$ cat src/mcfr_pkg.sv
package mcfr_pkg;
  // Operating modes of the instrument.
  typedef enum logic [2:0] {
    MCFR_MODE_PROG = 3'h0,
    MCFR_MODE_COMBI = 3'h1,
    MCFR_MODE_SEQ = 3'h2,
    MCFR_MODE_SPLAY = 3'h3,
    MCFR_MODE_SAMPLE = 3'h4
  } mcfr_mode_t;

  // Timbre or track status.
  typedef enum logic [2:0] {
    MCFR_ST_OFF = 3'h0,
    MCFR_ST_INT = 3'h1,
    MCFR_ST_EXT = 3'h2,
    MCFR_ST_EX2 = 3'h3,
    MCFR_ST_BOTH = 3'h4
  } mcfr_status_t;

  // Note receive filter settings.
  typedef enum logic [1:0] {
    MCFR_NOTE_ALL = 2'h0,
    MCFR_NOTE_EVEN = 2'h1,
    MCFR_NOTE_ODD = 2'h2
  } mcfr_note_t;

  // Sync clock source settings.
  typedef enum logic [1:0] {
    MCFR_CLK_INT = 2'h0,
    MCFR_CLK_EXT_SER = 2'h1,
    MCFR_CLK_EXT_USB = 2'h2
  } mcfr_clksrc_t;

  // Message sources.
  typedef enum logic [1:0] {
    MCFR_SRC_KEYS = 2'h0,
    MCFR_SRC_SERIAL = 2'h1,
    MCFR_SRC_USB = 2'h2,
    MCFR_SRC_SEQ = 2'h3
  } mcfr_src_t;

  // Message classes, decoded upstream.
  typedef enum logic [3:0] {
    MCFR_MSG_NOTE = 4'h0,
    MCFR_MSG_PCHG = 4'h1,
    MCFR_MSG_CTRL = 4'h2,
    MCFR_MSG_FXSW = 4'h3,
    MCFR_MSG_FXCTL = 4'h4,
    MCFR_MSG_SYSEX = 4'h5,
    MCFR_MSG_CLOCK = 4'h6,
    MCFR_MSG_SPP = 4'h7,
    MCFR_MSG_SSEL = 4'h8,
    MCFR_MSG_START = 4'h9,
    MCFR_MSG_CONT = 4'ha,
    MCFR_MSG_STOP = 4'hb,
    MCFR_MSG_OTHER = 4'hc
  } mcfr_msg_t;

  localparam int MCFR_NPART = 16;
  localparam int MCFR_NFX = 8;
  localparam logic [3:0] MCFR_GCH_RST = 4'h0;
  localparam logic [4:0] MCFR_FXCH_GLOBAL = 5'h10;

  // One routed message word.
  typedef struct packed {
    mcfr_msg_t kind;
    logic [3:0] chan;
    logic [6:0] data1;
    logic [6:0] data2;
    logic [3:0] part;
    logic convert;
  } mcfr_word_t;
endpackage : mcfr_pkg

$ cat src/mcfr_stream_if.sv
`timescale 1ns/10ps
`default_nettype none
interface mcfr_stream_if;
  import mcfr_pkg::*;
  logic valid;
  logic ready;
  mcfr_word_t word;
  modport src (output valid, output word, input ready);
  modport snk (input valid, input word, output ready);
endinterface : mcfr_stream_if
`default_nettype wire

$ cat src/mcfr_buf2.sv
`timescale 1ns/10ps
`default_nettype none
module mcfr_buf2 (
  // Clock and reset.
  input wire logic clk_sys,
  input wire logic nrst,
  // Streams.
  mcfr_stream_if.snk inS,
  mcfr_stream_if.src outS
);
  import mcfr_pkg::*;

  typedef struct packed {
    mcfr_word_t [1:0] slot;
    logic [1:0] count;
  } mcfr_buf_t;

  mcfr_buf_t st_ff;
  mcfr_buf_t nxt_st;
  logic push;
  logic pop;

  // Two entries let the upstream keep flowing for one stalled cycle.
  assign inS.ready = (st_ff.count != 2'h2);
  assign outS.valid = (st_ff.count != 2'h0);
  assign outS.word = st_ff.slot[0];
  assign push = inS.valid && inS.ready;
  assign pop = outS.valid && outS.ready;

  // Shift-out queue, head always in slot zero.
  always_comb begin
    nxt_st = st_ff;
    if (pop) begin
      nxt_st.slot[0] = st_ff.slot[1];
    end
    if (push) begin
      if (st_ff.count == 2'h0 || (pop && st_ff.count == 2'h1)) begin
        nxt_st.slot[0] = inS.word;
      end else begin
        nxt_st.slot[pop ? 0 : 1] = inS.word;
      end
    end
    nxt_st.count = st_ff.count + {1'b0, push} - {1'b0, pop};
  end

  always_ff @(posedge clk_sys or negedge nrst) begin
    if (!nrst) begin
      st_ff <= '0;
    end else begin
      st_ff <= nxt_st;
    end
  end
endmodule : mcfr_buf2
`default_nettype wire

$ cat src/mcfr_sync2.sv
`timescale 1ns/10ps
`default_nettype none
module mcfr_sync2 #(
  parameter int W = 1
) (
  // Clock and reset.
  input wire logic clk_sys,
  input wire logic nrst,
  // Data.
  input wire logic [W-1:0] din,
  output logic [W-1:0] dout
);
  typedef struct packed {
    logic [W-1:0] s1;
    logic [W-1:0] s2;
  } mcfr_sync_t;

  mcfr_sync_t st_ff;
  mcfr_sync_t nxt_st;

  // The first stage feeds only the second, to contain metastability.
  always_comb begin
    nxt_st.s1 = din;
    nxt_st.s2 = st_ff.s1;
  end

  always_ff @(posedge clk_sys or negedge nrst) begin
    if (!nrst) begin
      st_ff <= '0;
    end else begin
      st_ff <= nxt_st;
    end
  end

  assign dout = st_ff.s2;
endmodule : mcfr_sync2
`default_nettype wire

$ cat src/mcfr_router.sv
`timescale 1ns/10ps
`default_nettype none
module mcfr_router (
  // Clock and reset.
  input wire logic clk_sys,
  input wire logic nrst,
  // Settings from the panel logic.
  input wire logic [3:0] globalChanIn,
  input wire logic globalChanWr,
  input wire mcfr_pkg::mcfr_mode_t opMode,
  input wire logic localControlOn,
  input wire mcfr_pkg::mcfr_note_t noteFilter,
  input wire logic convertAfterLink,
  input wire mcfr_pkg::mcfr_clksrc_t clockSource,
  input wire logic rtReceiveIn,
  input wire logic rtReceiveWr,
  input wire logic progChangeEn,
  input wire logic combiChangeEn,
  input wire logic [3:0] selTrack,
  // Per-part channel and status, per-effect control channel.
  input wire logic [63:0] partChan,
  input wire logic [47:0] partStatus,
  input wire logic [39:0] effectControlChannel,
  // Incoming message, one word with handshake.
  input wire logic inValid,
  output logic inReady,
  input wire mcfr_pkg::mcfr_src_t inSrc,
  input wire mcfr_pkg::mcfr_word_t inWord,
  // Local program or setup switch request.
  input wire logic localPchg,
  input wire logic [6:0] localPchgNum,
  // Raw timing clock ticks from the pins, and the internal tick.
  input wire logic serialTickPin,
  input wire logic usbTickPin,
  input wire logic internalTick,
  // Tone generator stream.
  output logic toneValid,
  input wire logic toneReady,
  output mcfr_pkg::mcfr_word_t toneWord,
  // Outgoing MIDI word.
  output logic txValid,
  output mcfr_pkg::mcfr_word_t txWord,
  // Recorder word.
  output logic recValid,
  output mcfr_pkg::mcfr_word_t recWord,
  // Setup and sync outcomes.
  output logic setupSwitch,
  output logic [6:0] setupNum,
  output logic seqTick,
  output logic songCmdValid,
  output mcfr_pkg::mcfr_msg_t songCmd,
  // Settings readback.
  output logic [3:0] globalChan,
  output logic rtReceive
);
  import mcfr_pkg::*;

  // Fan-out walker states for multi-channel sends.
  typedef enum logic [1:0] {
    MCFR_IDLE = 2'h0,
    MCFR_FAN = 2'h1
  } mcfr_fsm_t;

  typedef struct packed {
    logic [3:0] gch;
    logic rtRx;
    mcfr_fsm_t fsm;
    logic [4:0] idx;
    mcfr_word_t fanWord;
    logic txV;
    mcfr_word_t txW;
    logic recV;
    mcfr_word_t recW;
    logic setupV;
    logic [6:0] setupN;
    logic tick;
    logic songV;
    mcfr_msg_t songC;
  } mcfr_state_t;

  mcfr_state_t st_ff;
  mcfr_state_t nxt_st;
  logic serTick;
  logic usbTick;
  logic serTickD_ff;
  logic usbTickD_ff;
  logic toneInValid;
  logic toneInReady;
  mcfr_word_t toneIn;

  mcfr_stream_if toneA();
  mcfr_stream_if toneB();

  // Per-part lookups used in several places.
  function automatic logic [3:0] chanOf(input logic [63:0] v,
                                        input logic [4:0] i);
    chanOf = v[i[3:0]*4 +: 4];
  endfunction : chanOf

  function automatic mcfr_status_t statOf(input logic [47:0] v,
                                          input logic [4:0] i);
    statOf = mcfr_status_t'(v[i[3:0]*3 +: 3]);
  endfunction : statOf

  function automatic logic goesOut(input mcfr_status_t s);
    goesOut = (s == MCFR_ST_EXT) || (s == MCFR_ST_EX2);
  endfunction : goesOut

  // Pin ticks are resynchronised before edge detection.
  mcfr_sync2 #(.W(2)) tickSync (
    .clk_sys(clk_sys),
    .nrst(nrst),
    .din({serialTickPin, usbTickPin}),
    .dout({serTick, usbTick})
  );

  always_ff @(posedge clk_sys or negedge nrst) begin
    if (!nrst) begin
      serTickD_ff <= 1'b0;
      usbTickD_ff <= 1'b0;
    end else begin
      serTickD_ff <= serTick;
      usbTickD_ff <= usbTick;
    end
  end

  // The buffer absorbs a stall from the tone generator without loss.
  assign toneA.valid = toneInValid;
  assign toneA.word = toneIn;
  assign toneInReady = toneA.ready;
  assign toneValid = toneB.valid;
  assign toneWord = toneB.word;
  assign toneB.ready = toneReady;

  mcfr_buf2 toneBuf (
    .clk_sys(clk_sys),
    .nrst(nrst),
    .inS(toneA),
    .outS(toneB)
  );

  // Inputs are held off while fanning out or while the buffer is full.
  assign inReady = (st_ff.fsm == MCFR_IDLE) && toneInReady;

  // Routing decisions for one incoming word.
  always_comb begin
    logic isLocal;
    logic isExt;
    logic onG;
    logic hit;
    logic sound;
    logic take;
    logic extClk;
    logic [4:0] i;
    mcfr_word_t w;
    extClk = 1'b0;
    i = 5'h0;
    isLocal = (inSrc == MCFR_SRC_KEYS);
    isExt = (inSrc == MCFR_SRC_SERIAL) || (inSrc == MCFR_SRC_USB);
    onG = (inWord.chan == st_ff.gch);
    hit = 1'b0;
    sound = 1'b0;
    take = inValid && inReady;
    w = inWord;
    nxt_st = st_ff;
    nxt_st.txV = 1'b0;
    nxt_st.recV = 1'b0;
    nxt_st.setupV = 1'b0;
    nxt_st.songV = 1'b0;
    toneInValid = 1'b0;
    toneIn = inWord;
    // Global channel kept as the raw nibble; zero is channel 1.
    if (globalChanWr) begin
      nxt_st.gch = globalChanIn;
    end
    if (rtReceiveWr && clockSource != MCFR_CLK_INT) begin
      nxt_st.rtRx = rtReceiveIn;
    end
    // Song play ignores the source and always follows the own clock.
    extClk = (clockSource != MCFR_CLK_INT) && (opMode != MCFR_MODE_SPLAY);
    if (!extClk) begin
      nxt_st.tick = internalTick;
    end else if (clockSource == MCFR_CLK_EXT_SER) begin
      nxt_st.tick = serTick && !serTickD_ff;
    end else begin
      nxt_st.tick = usbTick && !usbTickD_ff;
    end
    // Does the channel match an accepting part?
    for (int k = 0; k < MCFR_NPART; k++) begin
      if (chanOf(partChan, 5'(k)) == inWord.chan &&
          statOf(partStatus, 5'(k)) != MCFR_ST_OFF) begin
        hit = 1'b1;
      end
    end
    if (take && st_ff.fsm == MCFR_IDLE) begin
      case (inWord.kind)
        MCFR_MSG_NOTE, MCFR_MSG_CTRL: begin
          // Accepting channel depends on mode.
          if (isExt) begin
            sound = (opMode == MCFR_MODE_PROG ||
                     opMode == MCFR_MODE_SAMPLE) ? onG : hit;
          end else begin
            sound = localControlOn;
          end
          if (inWord.kind == MCFR_MSG_NOTE) begin
            if (noteFilter == MCFR_NOTE_EVEN && inWord.data1[0]) begin
              sound = 1'b0;
            end
            if (noteFilter == MCFR_NOTE_ODD && !inWord.data1[0]) begin
              sound = 1'b0;
            end
          end
          // Post-link converts whatever sounds; local always does.
          toneIn.convert = isLocal || convertAfterLink;
          toneInValid = sound;
          if (isLocal) begin
            w.convert = !convertAfterLink;
            w.chan = st_ff.gch;
            if (opMode == MCFR_MODE_SEQ) begin
              w.chan = chanOf(partChan, {1'b0, selTrack});
              nxt_st.txV = goesOut(statOf(partStatus, {1'b0, selTrack})) ||
                statOf(partStatus, {1'b0, selTrack}) == MCFR_ST_BOTH;
              nxt_st.recV = 1'b1;
            end else begin
              nxt_st.txV = 1'b1;
              nxt_st.recV = (opMode != MCFR_MODE_SAMPLE);
            end
            nxt_st.txW = w;
            nxt_st.recW = w;
            if (opMode == MCFR_MODE_COMBI) begin
              nxt_st.fanWord = w;
              nxt_st.idx = 5'h0;
              nxt_st.fsm = MCFR_FAN;
            end
          end else if (inSrc == MCFR_SRC_SEQ) begin
            w.convert = 1'b0;
            nxt_st.txV = 1'b1;
            nxt_st.txW = w;
          end
        end
        MCFR_MSG_FXSW: begin
          toneInValid = onG;
        end
        MCFR_MSG_FXCTL: begin
          i = {2'h0, inWord.part[2:0]};
          if (opMode == MCFR_MODE_PROG || opMode == MCFR_MODE_SAMPLE ||
              effectControlChannel[i*5 +: 5] == MCFR_FXCH_GLOBAL) begin
            toneInValid = onG;
          end else begin
            toneInValid =
              (effectControlChannel[i*5 +: 5] == {1'b0, inWord.chan});
          end
        end
        MCFR_MSG_SYSEX: begin
          toneInValid = onG;
        end
        MCFR_MSG_PCHG: begin
          if (progChangeEn && isExt) begin
            case (opMode)
              MCFR_MODE_PROG: begin
                toneInValid = onG;
              end
              MCFR_MODE_COMBI: begin
                if (onG && combiChangeEn) begin
                  nxt_st.setupV = 1'b1;
                  nxt_st.setupN = inWord.data1;
                end else begin
                  toneInValid = hit;
                end
              end
              MCFR_MODE_SEQ: begin
                toneInValid = 1'b0;
                for (int k = 0; k < MCFR_NPART; k++) begin
                  if (chanOf(partChan, 5'(k)) == inWord.chan &&
                      (statOf(partStatus, 5'(k)) == MCFR_ST_INT ||
                       statOf(partStatus, 5'(k)) == MCFR_ST_BOTH)) begin
                    toneInValid = 1'b1;
                  end
                end
              end
              default: begin
                toneInValid = 1'b0;
              end
            endcase
          end else if (progChangeEn && inSrc == MCFR_SRC_SEQ) begin
            // Song playback forwards changes of outward tracks.
            nxt_st.txV = goesOut(statOf(partStatus, {1'b0, inWord.part})) ||
              statOf(partStatus, {1'b0, inWord.part}) == MCFR_ST_BOTH;
            nxt_st.txW = inWord;
          end
        end
        MCFR_MSG_SPP, MCFR_MSG_START, MCFR_MSG_CONT, MCFR_MSG_STOP,
        MCFR_MSG_SSEL: begin
          // Song commands come only from the selected external port.
          if (extClk && ((clockSource == MCFR_CLK_EXT_SER &&
              inSrc == MCFR_SRC_SERIAL) || (clockSource == MCFR_CLK_EXT_USB &&
              inSrc == MCFR_SRC_USB))) begin
            nxt_st.songV = st_ff.rtRx || inWord.kind == MCFR_MSG_SSEL;
            nxt_st.songC = inWord.kind;
          end
        end
        default: begin
          toneInValid = 1'b0;
        end
      endcase
    end
    // Local program switch, sent on the global channel; in combi mode the fan walker adds the copies.
    if (st_ff.fsm == MCFR_IDLE && localPchg && progChangeEn &&
        !(take && isLocal)) begin
      w = '0;
      w.kind = MCFR_MSG_PCHG;
      w.chan = st_ff.gch;
      w.data1 = localPchgNum;
      nxt_st.txV = 1'b1;
      nxt_st.txW = w;
      if (opMode == MCFR_MODE_COMBI) begin
        nxt_st.fanWord = w;
        nxt_st.idx = 5'h0;
        nxt_st.fsm = MCFR_FAN;
      end
    end
    // Walk the timbres, one extra copy per outward timbre.
    if (st_ff.fsm == MCFR_FAN) begin
      i = st_ff.idx;
      if (goesOut(statOf(partStatus, i))) begin
        w = st_ff.fanWord;
        w.chan = chanOf(partChan, i);
        nxt_st.txV = 1'b1;
        nxt_st.txW = w;
      end
      nxt_st.idx = st_ff.idx + 5'h1;
      if (st_ff.idx == 5'(MCFR_NPART - 1)) begin
        nxt_st.fsm = MCFR_IDLE;
      end
    end
  end

  always_ff @(posedge clk_sys or negedge nrst) begin
    if (!nrst) begin
      st_ff <= '0;
    end else begin
      st_ff <= nxt_st;
    end
  end

  // Registered outputs.
  assign txValid = st_ff.txV;
  assign txWord = st_ff.txW;
  assign recValid = st_ff.recV;
  assign recWord = st_ff.recW;
  assign setupSwitch = st_ff.setupV;
  assign setupNum = st_ff.setupN;
  assign seqTick = st_ff.tick;
  assign songCmdValid = st_ff.songV;
  assign songCmd = st_ff.songC;
  assign globalChan = st_ff.gch;
  assign rtReceive = st_ff.rtRx;
endmodule : mcfr_router
`default_nettype wire

$ cat config.mk
export PLATFORM = sky130hd
export DESIGN_NAME = mcfr_router
export DESIGN_NICKNAME = d
export VERILOG_FILES = /design/src/mcfr_pkg.sv /design/src/mcfr_stream_if.sv /design/src/mcfr_buf2.sv /design/src/mcfr_sync2.sv /design/src/mcfr_router.sv
export SDC_FILE = /design/constraint.sdc
export NUM_CORES = 1
export LEC_CHECK = 0
export ABC_AREA = 0
export BUFFER_PORTS_ARGS = -buffer_cell sky130_fd_sc_hd__buf_2
export CORE_MARGIN = 2
export CORE_UTILIZATION = 30
export CTS_CLUSTER_DIAMETER = 30
export DETAILED_ROUTE_END_ITERATION = 7
export GPL_TIMING_DRIVEN = 0
export HOLD_SLACK_MARGIN = 0.03
export SYNTH_ARGS = -nofsm -noshare
export SYNTH_HDL_FRONTEND = slang
export SYNTH_SLANG_ARGS = --single-unit
$ cat constraint.sdc
create_clock -name clk_sys -period 3.92 [get_ports clk_sys]
set_input_delay 0.588 -clock clk_sys [delete_from_list [all_inputs] [get_ports clk_sys]]
set_output_delay 0.588 -clock clk_sys [all_outputs]
set_load 0.02 [all_outputs]
==> impl_metrics.toml, run 1 <==
[power_and_ir_drop]
combPwrFrac_pct = 44.4
finalPower_w = 0.007475
leakage_nw = 6.810
power.share.clock_pct = 23.4
p_int_w = 0.004673
swShare_pct = 37.49
ir_worst_vdd_mv = 0.3486
power_density_mw_per_mm2 = 510.7
pwr-share-seq_pct = 32.1
switchingPower_w = 0.002802

[yosys]
syn_area_mm2 = 0.01175
synth_cells = 1094
synth_cell_types = 64
yosysTopAreaCellShare_pct = 35.57
yosysTopAreaCell = "dfrtp_1"
async_reset_ff_share_pct = 100.0
syn-num-nets = 1320
netlist_top_cells_count = "167 x dfrtp_1, 97 x buf_4, 81 x xnor2_1, 67 x mux4_2, 65 x nand2_1"
avgSynthCellArea_um2 = 10.74
synth_seq_cells = 167
ys_seq_area_share_pct = 35.57
synth_edf_count = 0
synth-main-ff-cell = "dfrtp_1"
synth_most_common_cell = "dfrtp_1"
ys_warn_count = 0
netlist_top_cells_area = "dfrtp_1 36%, mux4_2 13%, buf_4 6.2%, xnor2_1 6.0%, mux2_2 4.8%"

[place]
place_hpwl_um = 34720
gp_congestion = 0.9561
place_area_mm2 = 0.01400
io_buffers = 312

[clocking]
cts_tree = "yes"
clk_pin_slew_ns = 0.07
cts_sinks = 167
holdBufCountCts = 0
cts_buffers = 17
htree_levels = 4
worstSkewPairLatency_ns = 0.43
clockRootBuffer = "clkbuf_16"
cts.path.max_buffers = 2

[layout]
multi_input_area_mm2 = 0.006349
regArea_mm2 = 0.004179
final_layout_size_suffix_gt1_share_pct = 42.53
fillerInstances = 3896
design_area_mm2 = 0.01464
syn_to_final_growth_pct = 24.57
layout.nets = 1652

[die]
core_mm2 = 0.03865
die_area_mm2 = 0.04076
io_pins = 322
start_util_pct = 30.40
std_cell_rows = 72
die_h_um = 201.9
die_w_um = 201.9

[outcome]
status = "finished clean"

[route]
vias_per_cell = 5.170
wire_per_inst_um = 22.20
drtIter0Drc = 661
drc = 0
dr.pass1.iters = 4
postRouteAntennaNets = 0
wl_um = 43490
vias = 10130

[worst_setup_path]
cp_max_fo = 10
crit_buf_inv = 6
cp.arrival_ns = 4.07
crit_slowest_cell = "or4_1"
cp_top_family = "buffers and inverters"
cp-start-kind = "primary input"
critPathKind = "in -> reg"
worstPathCellList = "buf_2 -> clkbuf_1 -> mux4_2 -> mux2_4 -> nand4_1 -> o21ai_1 -> or4_1 -> buf_2 -> buf_2 -> buf_2 -> nand2_1 -> inv_1 -> ha_1 -> xnor2_1 -> xnor2_1"
max_stage_delay_ns = 0.58
crit_required_ns = 4.26
cp_common_cell = "buf_2"
worstSetupEndpointType = "flop"

[timing]
timing.fmax_mhz = 268.1
finalHoldViolCount = 0
skew_ns = 0.01183
slew_headroom_pct = 13.14
fin_crit_sh_pct = 95.16
maxSlewViolCount = 0
worstMarginPinSlew_ns = 1.297
setup_violations = 0
rsz0062_at_grt = "no"
period_needed_ns = 3.730

[grt]
met1_usage_pct = 27.58
grt_pass1_wl_um = 64610
use_met2_pct = 34.74
antenna_found_initial = 5
grt_pass1_vias = 10290
overflow = 0
gr-max-usage-layer = "met2"
grtUsageMet3_pct = 4.128
grt_max_degree = 102
grtUsageTotal_pct = 21.25

[hold_path]
min_path_type = "in -> async"

[run]
max_cap_violations = 0
[area by class of cell]
type	instances	area share, %
Sequential cell	167	28.55
Clock buffer	19	3.095
Clock inverter	13	1.094
Tap cell	518	4.428
Antenna cell	2	0.03420
Multi-Input combinational cell	714	43.38
Buffer	179	7.617
Inverter	34	0.8720
Timing Repair Buffer	313	10.93
[placed cells by master (no fill, tap or decap), types with 6 or more instances in the layout]
| cell type | synthesis | layout |
|---|---|---|
| nor3_1 | 27 | 27 |
| clkbuf_16 | 0 | 17 |
| mux4_2 | 67 | 67 |
| buf_4 | 97 | 97 |
| ha_1 | 8 | 8 |
| mux2i_1 | 21 | 21 |
| o21ai_0 | 36 | 36 |
| xor2_1 | 12 | 12 |
| o311ai_0 | 6 | 6 |
| a221o_1 | 27 | 27 |
| buf_1 | 7 | 7 |
| a21oi_1 | 59 | 59 |
| nand2_1 | 65 | 65 |
| nor2_1 | 42 | 42 |
| o22ai_1 | 18 | 18 |
| buf_2 | 20 | 331 |
| dfrtp_1 | 167 | 167 |
| nand2b_1 | 7 | 7 |
| clkbuf_1 | 50 | 50 |
| xnor2_1 | 81 | 81 |
| nand4_1 | 23 | 23 |
| mux4_1 | 11 | 11 |
| nand3b_1 | 6 | 6 |
| nor4_1 | 8 | 6 |
| inv_1 | 33 | 33 |
| mux2_2 | 50 | 50 |
| nand3_1 | 47 | 47 |
| and2_1 | 6 | 6 |
| nor2b_1 | 7 | 7 |
| mux2_4 | 20 | 20 |
[worst reg2reg max path, cell delays in order (launching register included)]
cell	delay, ns
dfrtp_1	0.46
xor2_1	0.17
nor4_1	0.58
nand2_1	0.26
nand3_1	0.16
a22oi_1	0.09
or4_1	0.60
buf_2	0.19
buf_2	0.19
buf_2	0.21
nand2_1	0.09
inv_1	0.06
ha_1	0.19
xnor2_1	0.18
xnor2_1	0.15
[power groups by stage]
stage	sequential (W)	combinational (W)	clock, W
CTS	0.00240	0.00335	0.00180
global route	0.00246	0.00360	0.00187
finish	0.00240	0.00332	0.00175
global placement	0.00242	0.00329	0
floorplan	0.00235	0.00230	0
detailed placement	0.00243	0.00334	0
[what timing repair did]
action | 4_1_cts | 5_1_grt
gates resized for setup | 1 | 2
hold endpoints to repair | 0 | 0
buffers inserted | 0 | 0
pin swaps | 0 | 0
setup endpoints to repair | 1 | 1
[layer usage]
layer  vias to the layer above  wire length (um)  part of all wire (%)
li1                       4616                 -                     -
met3                        72              2894                   6.7
met4                         6              1577                   3.6
met1                      5016             18380                    42
met2                       418             20600                    47
met5                         -                36                 0.083
[state kept, by name, summed over array words and instances (netlist names)]
register,cells
songCmd,4
seqTick,1
txValid,1
tickSync.nxt_st,2
songCmdValid,1
st_ff,30
serTickD_ff,1
recValid,1
toneBuf.outS.word,27
setupNum,7
txWord,27
toneBuf.st_ff,29
globalChan,4
recWord,27
usbTickD_ff,1
setupSwitch,1
rtReceive,1
tickSync.dout,2
[kinds of logic (layout without fill, tap and decap cells)]
kind of cell               Yosys count  after routing  share of synthesized area (%)
DFF                                167            167                          35.57
xor gates and xnor gates            93             93                          6.933
other                                0              2                              0
buffers and inverters              213            558                          10.58
AOI/OAI and AO/OA                  181            181                          10.27
muxes                              169            169                          24.44
and+or+nand+nor                    263            263                          11.36
adders and majority gates            8              8                         0.8520
[through the flow]
step,hold slack [ns],TNS (ns),utilization [%],setup WS (ns),cells
after global placement,0.3354,-95.21,36.12,-0.5900,1924
after detailed placement,0.3379,-14.03,36.21,-0.5565,1925
after CTS,0.2349,0,37.82,0.1079,1957
after floorplan,0.2924,0,-,0.4796,1094
after global routing,0.2430,0,37.87,0.02232,1959
final,0.1745,0,37.87,0.1898,1959
[final timing paths]
kind,start,depth (start not counted),slack (ns),to
worst max-delay path,inWord[2],15,0.19,toneBuf.st_ff[1]
worst min-delay path,nrst,1,0.17,toneBuf.st_ff[49]
worst max register to register,globalChan[1],14,0.26,toneBuf.st_ff[1]
worst min register to register,tickSync.nxt_st[0],0,0.36,tickSync.dout[0]
max in group asynchronous,nrst,2,2.96,txWord[3]
min in group clk_sys,serialTickPin,1,0.26,tickSync.nxt_st[1]
No activity file was read; power rests on OpenSTA's default activity.
==> run 2: changes to the inputs <==
CTS_BUF_LIST = sky130_fd_sc_hd__clkbuf_16   (was unset)
==> run 2 against run 1 <==
Maximum frequency decreased by 0.85%. First-iteration DRC count decreased by 4.5%. Non-clock buffer count unchanged. Clock power decreased by 2%. Critical path depth increased by 1. Cell count about the same. Power decreased by 0.60%. Count of clock-buffer cells in the layout decreased by 2. Sequential power about the same. Sequential share of layout area about the same. Combinational power about the same. Largest cell class unchanged.
==> impl_metrics.toml, run 2 (same netlist as run 1, synthesis figures left out) <==
[outcome]
status = "finished clean"

[worst_setup_path]
critPathKind = "in -> reg"
cp.arrival_ns = 4.11
cp_max_fo = 10
worstSetupEndpointType = "flop"
crit_required_ns = 4.26
cp-start-kind = "primary input"

[timing]
slew_headroom_pct = 13.36
period_needed_ns = 3.762
setup_violations = 0
fin_ws_ns = 0.1580
skew_ns = 0.01134
fin_crit_sh_pct = 95.97
timing.fmax_mhz = 265.8
rsz0062_at_grt = "no"
worstMarginPinSlew_ns = 1.294
setup-tns-final_ns = 0
finalHoldViolCount = 0
maxSlewViolCount = 0

[layout]
syn_to_final_growth_pct = 24.42
layout.nets = 1652
regMostFlops = "st_ff"
top_regs = "st_ff: 30 flops, toneBuf.st_ff: 29 flops"
fillerInstances = 3900
largest_reg_flops = 30
final_layout_size_suffix_gt1_share_pct = 42.39
mostFrequentLayoutCell = "buf_2"
finish.utilization_pct = 37.82
fin_cells = 1960
mostFrequentLayoutCells = "331 x buf_2, 167 x dfrtp_1, 97 x buf_4, 81 x xnor2_1, 67 x mux4_2"

[power_and_ir_drop]
ir_worst_vdd_mv = 0.3485
power_density_mw_per_mm2 = 508.3
leakage_nw = 6.799

[grt]
grt_pass1_vias = 10300
antenna_found_initial = 5
overflow = 0
grt_max_degree = 102
grtUsageTotal_pct = 21.25
grt_pass1_wl_um = 64580

[place]
gp_congestion = 0.9561
io_buffers = 312
post-place-ws_ns = -0.5565
dp.cells = 1925
place_hpwl_um = 34720

[die]
std_cell_rows = 72
start_util_pct = 30.40
core_mm2 = 0.03865
die_area_mm2 = 0.04076
die_w_um = 201.9
io_pins = 322
die_h_um = 201.9

[route]
postRouteAntennaNets = 0
drtIter0Drc = 631
dr.pass1.iters = 5
wire_per_inst_um = 22.13
drc = 0
vias = 10130
wl_um = 43380
vias_per_cell = 5.169

[clocking]
worstSkewPairLatency_ns = 0.43
clockRootBuffer = "clkbuf_16"
clk_pin_slew_ns = 0.07
cts_sinks = 167
cts_buffers = 17
htree_levels = 4
cts_tree = "yes"
postCtsSetupRepairBufs = 0
cts.path.max_buffers = 2
holdBufCountCts = 0

[hold_path]
min_path_type = "in -> async"

[run]
max_cap_violations = 0
run 2: cell count changes in the layout (fill, tap and decap cells not counted), sizes merged:
cell	change
diode	+1
clkinv	+2
clkbuf	-2
run 2: worst max-delay path, stage by stage:
cell and delay [ns]:
buf_2 0.12, buf_2 0.33, xor2_1 0.12, nor4_1 0.57, nand2_1 0.26, nand3_1 0.15
a22oi_1 0.09, or4_1 0.60, buf_2 0.19, buf_2 0.19, buf_2 0.21, nand2_1 0.09
inv_1 0.06, ha_1 0.19, xnor2_1 0.18, xnor2_1 0.15
run 2: report_power, final:
part | total, W | switching [W] | internal, W
Clock | 0.00171 | 0.000754 | 0.000955
Combinational | 0.00332 | 0.00179 | 0.00153
Sequential | 0.00240 | 0.000251 | 0.00215
Total | 0.00743 | 0.00280 | 0.00463
run 2: per-stage QoR:
step	power [W]	area, um^2	hold WS [ns]
after global placement	0.005710	13960	0.3354
after global routing	0.007886	14620	0.2425
after floorplan	0.004649	11750	0.2924
after CTS	0.007505	14600	0.2348
final	0.007430	14620	0.1764
after detailed placement	0.005768	14000	0.3379
run 2: final cells by class:
class	count	area, um^2	share of cell area, %
Clock buffer	17	425.4	2.910
Sequential cell	167	4179	28.59
Buffer	179	1115	7.626
Timing Repair Buffer	313	1599	10.94
Inverter	34	127.6	0.8731
Multi-Input combinational cell	714	6349	43.43
Antenna cell	3	7.507	0.05136
Tap cell	518	648.1	4.434
Clock inverter	15	167.7	1.147
run 2: routing by layer:
layer	track usage [%]	share of wire, %	wire length [um]
met4	8.771	3.7	1615
met2	34.77	48	20610
met1	27.54	42	18370
met5	0	0.083	36
met3	4.128	6.3	2749
run 2: worst paths after layout:
path / cells past startpoint / to / slack, ns / startpoint
max: 16 / toneBuf.st_ff[1] / 0.16 / inWord[22]
min: 1 / toneBuf.st_ff[49] / 0.18 / nrst
max reg2reg: 14 / toneBuf.st_ff[1] / 0.22 / globalChan[1]
min reg2reg: 0 / tickSync.dout[0] / 0.36 / tickSync.nxt_st[0]
max in group asynchronous: 2 / txWord[3] / 2.97 / nrst
min in group clk_sys: 1 / tickSync.nxt_st[1] / 0.26 / serialTickPin
run 2: repair_timing:
action | 4_1_cts | 5_1_grt
gates resized for setup | 1 | 2
gates cloned | 0 | 0
setup endpoints to repair | 1 | 1
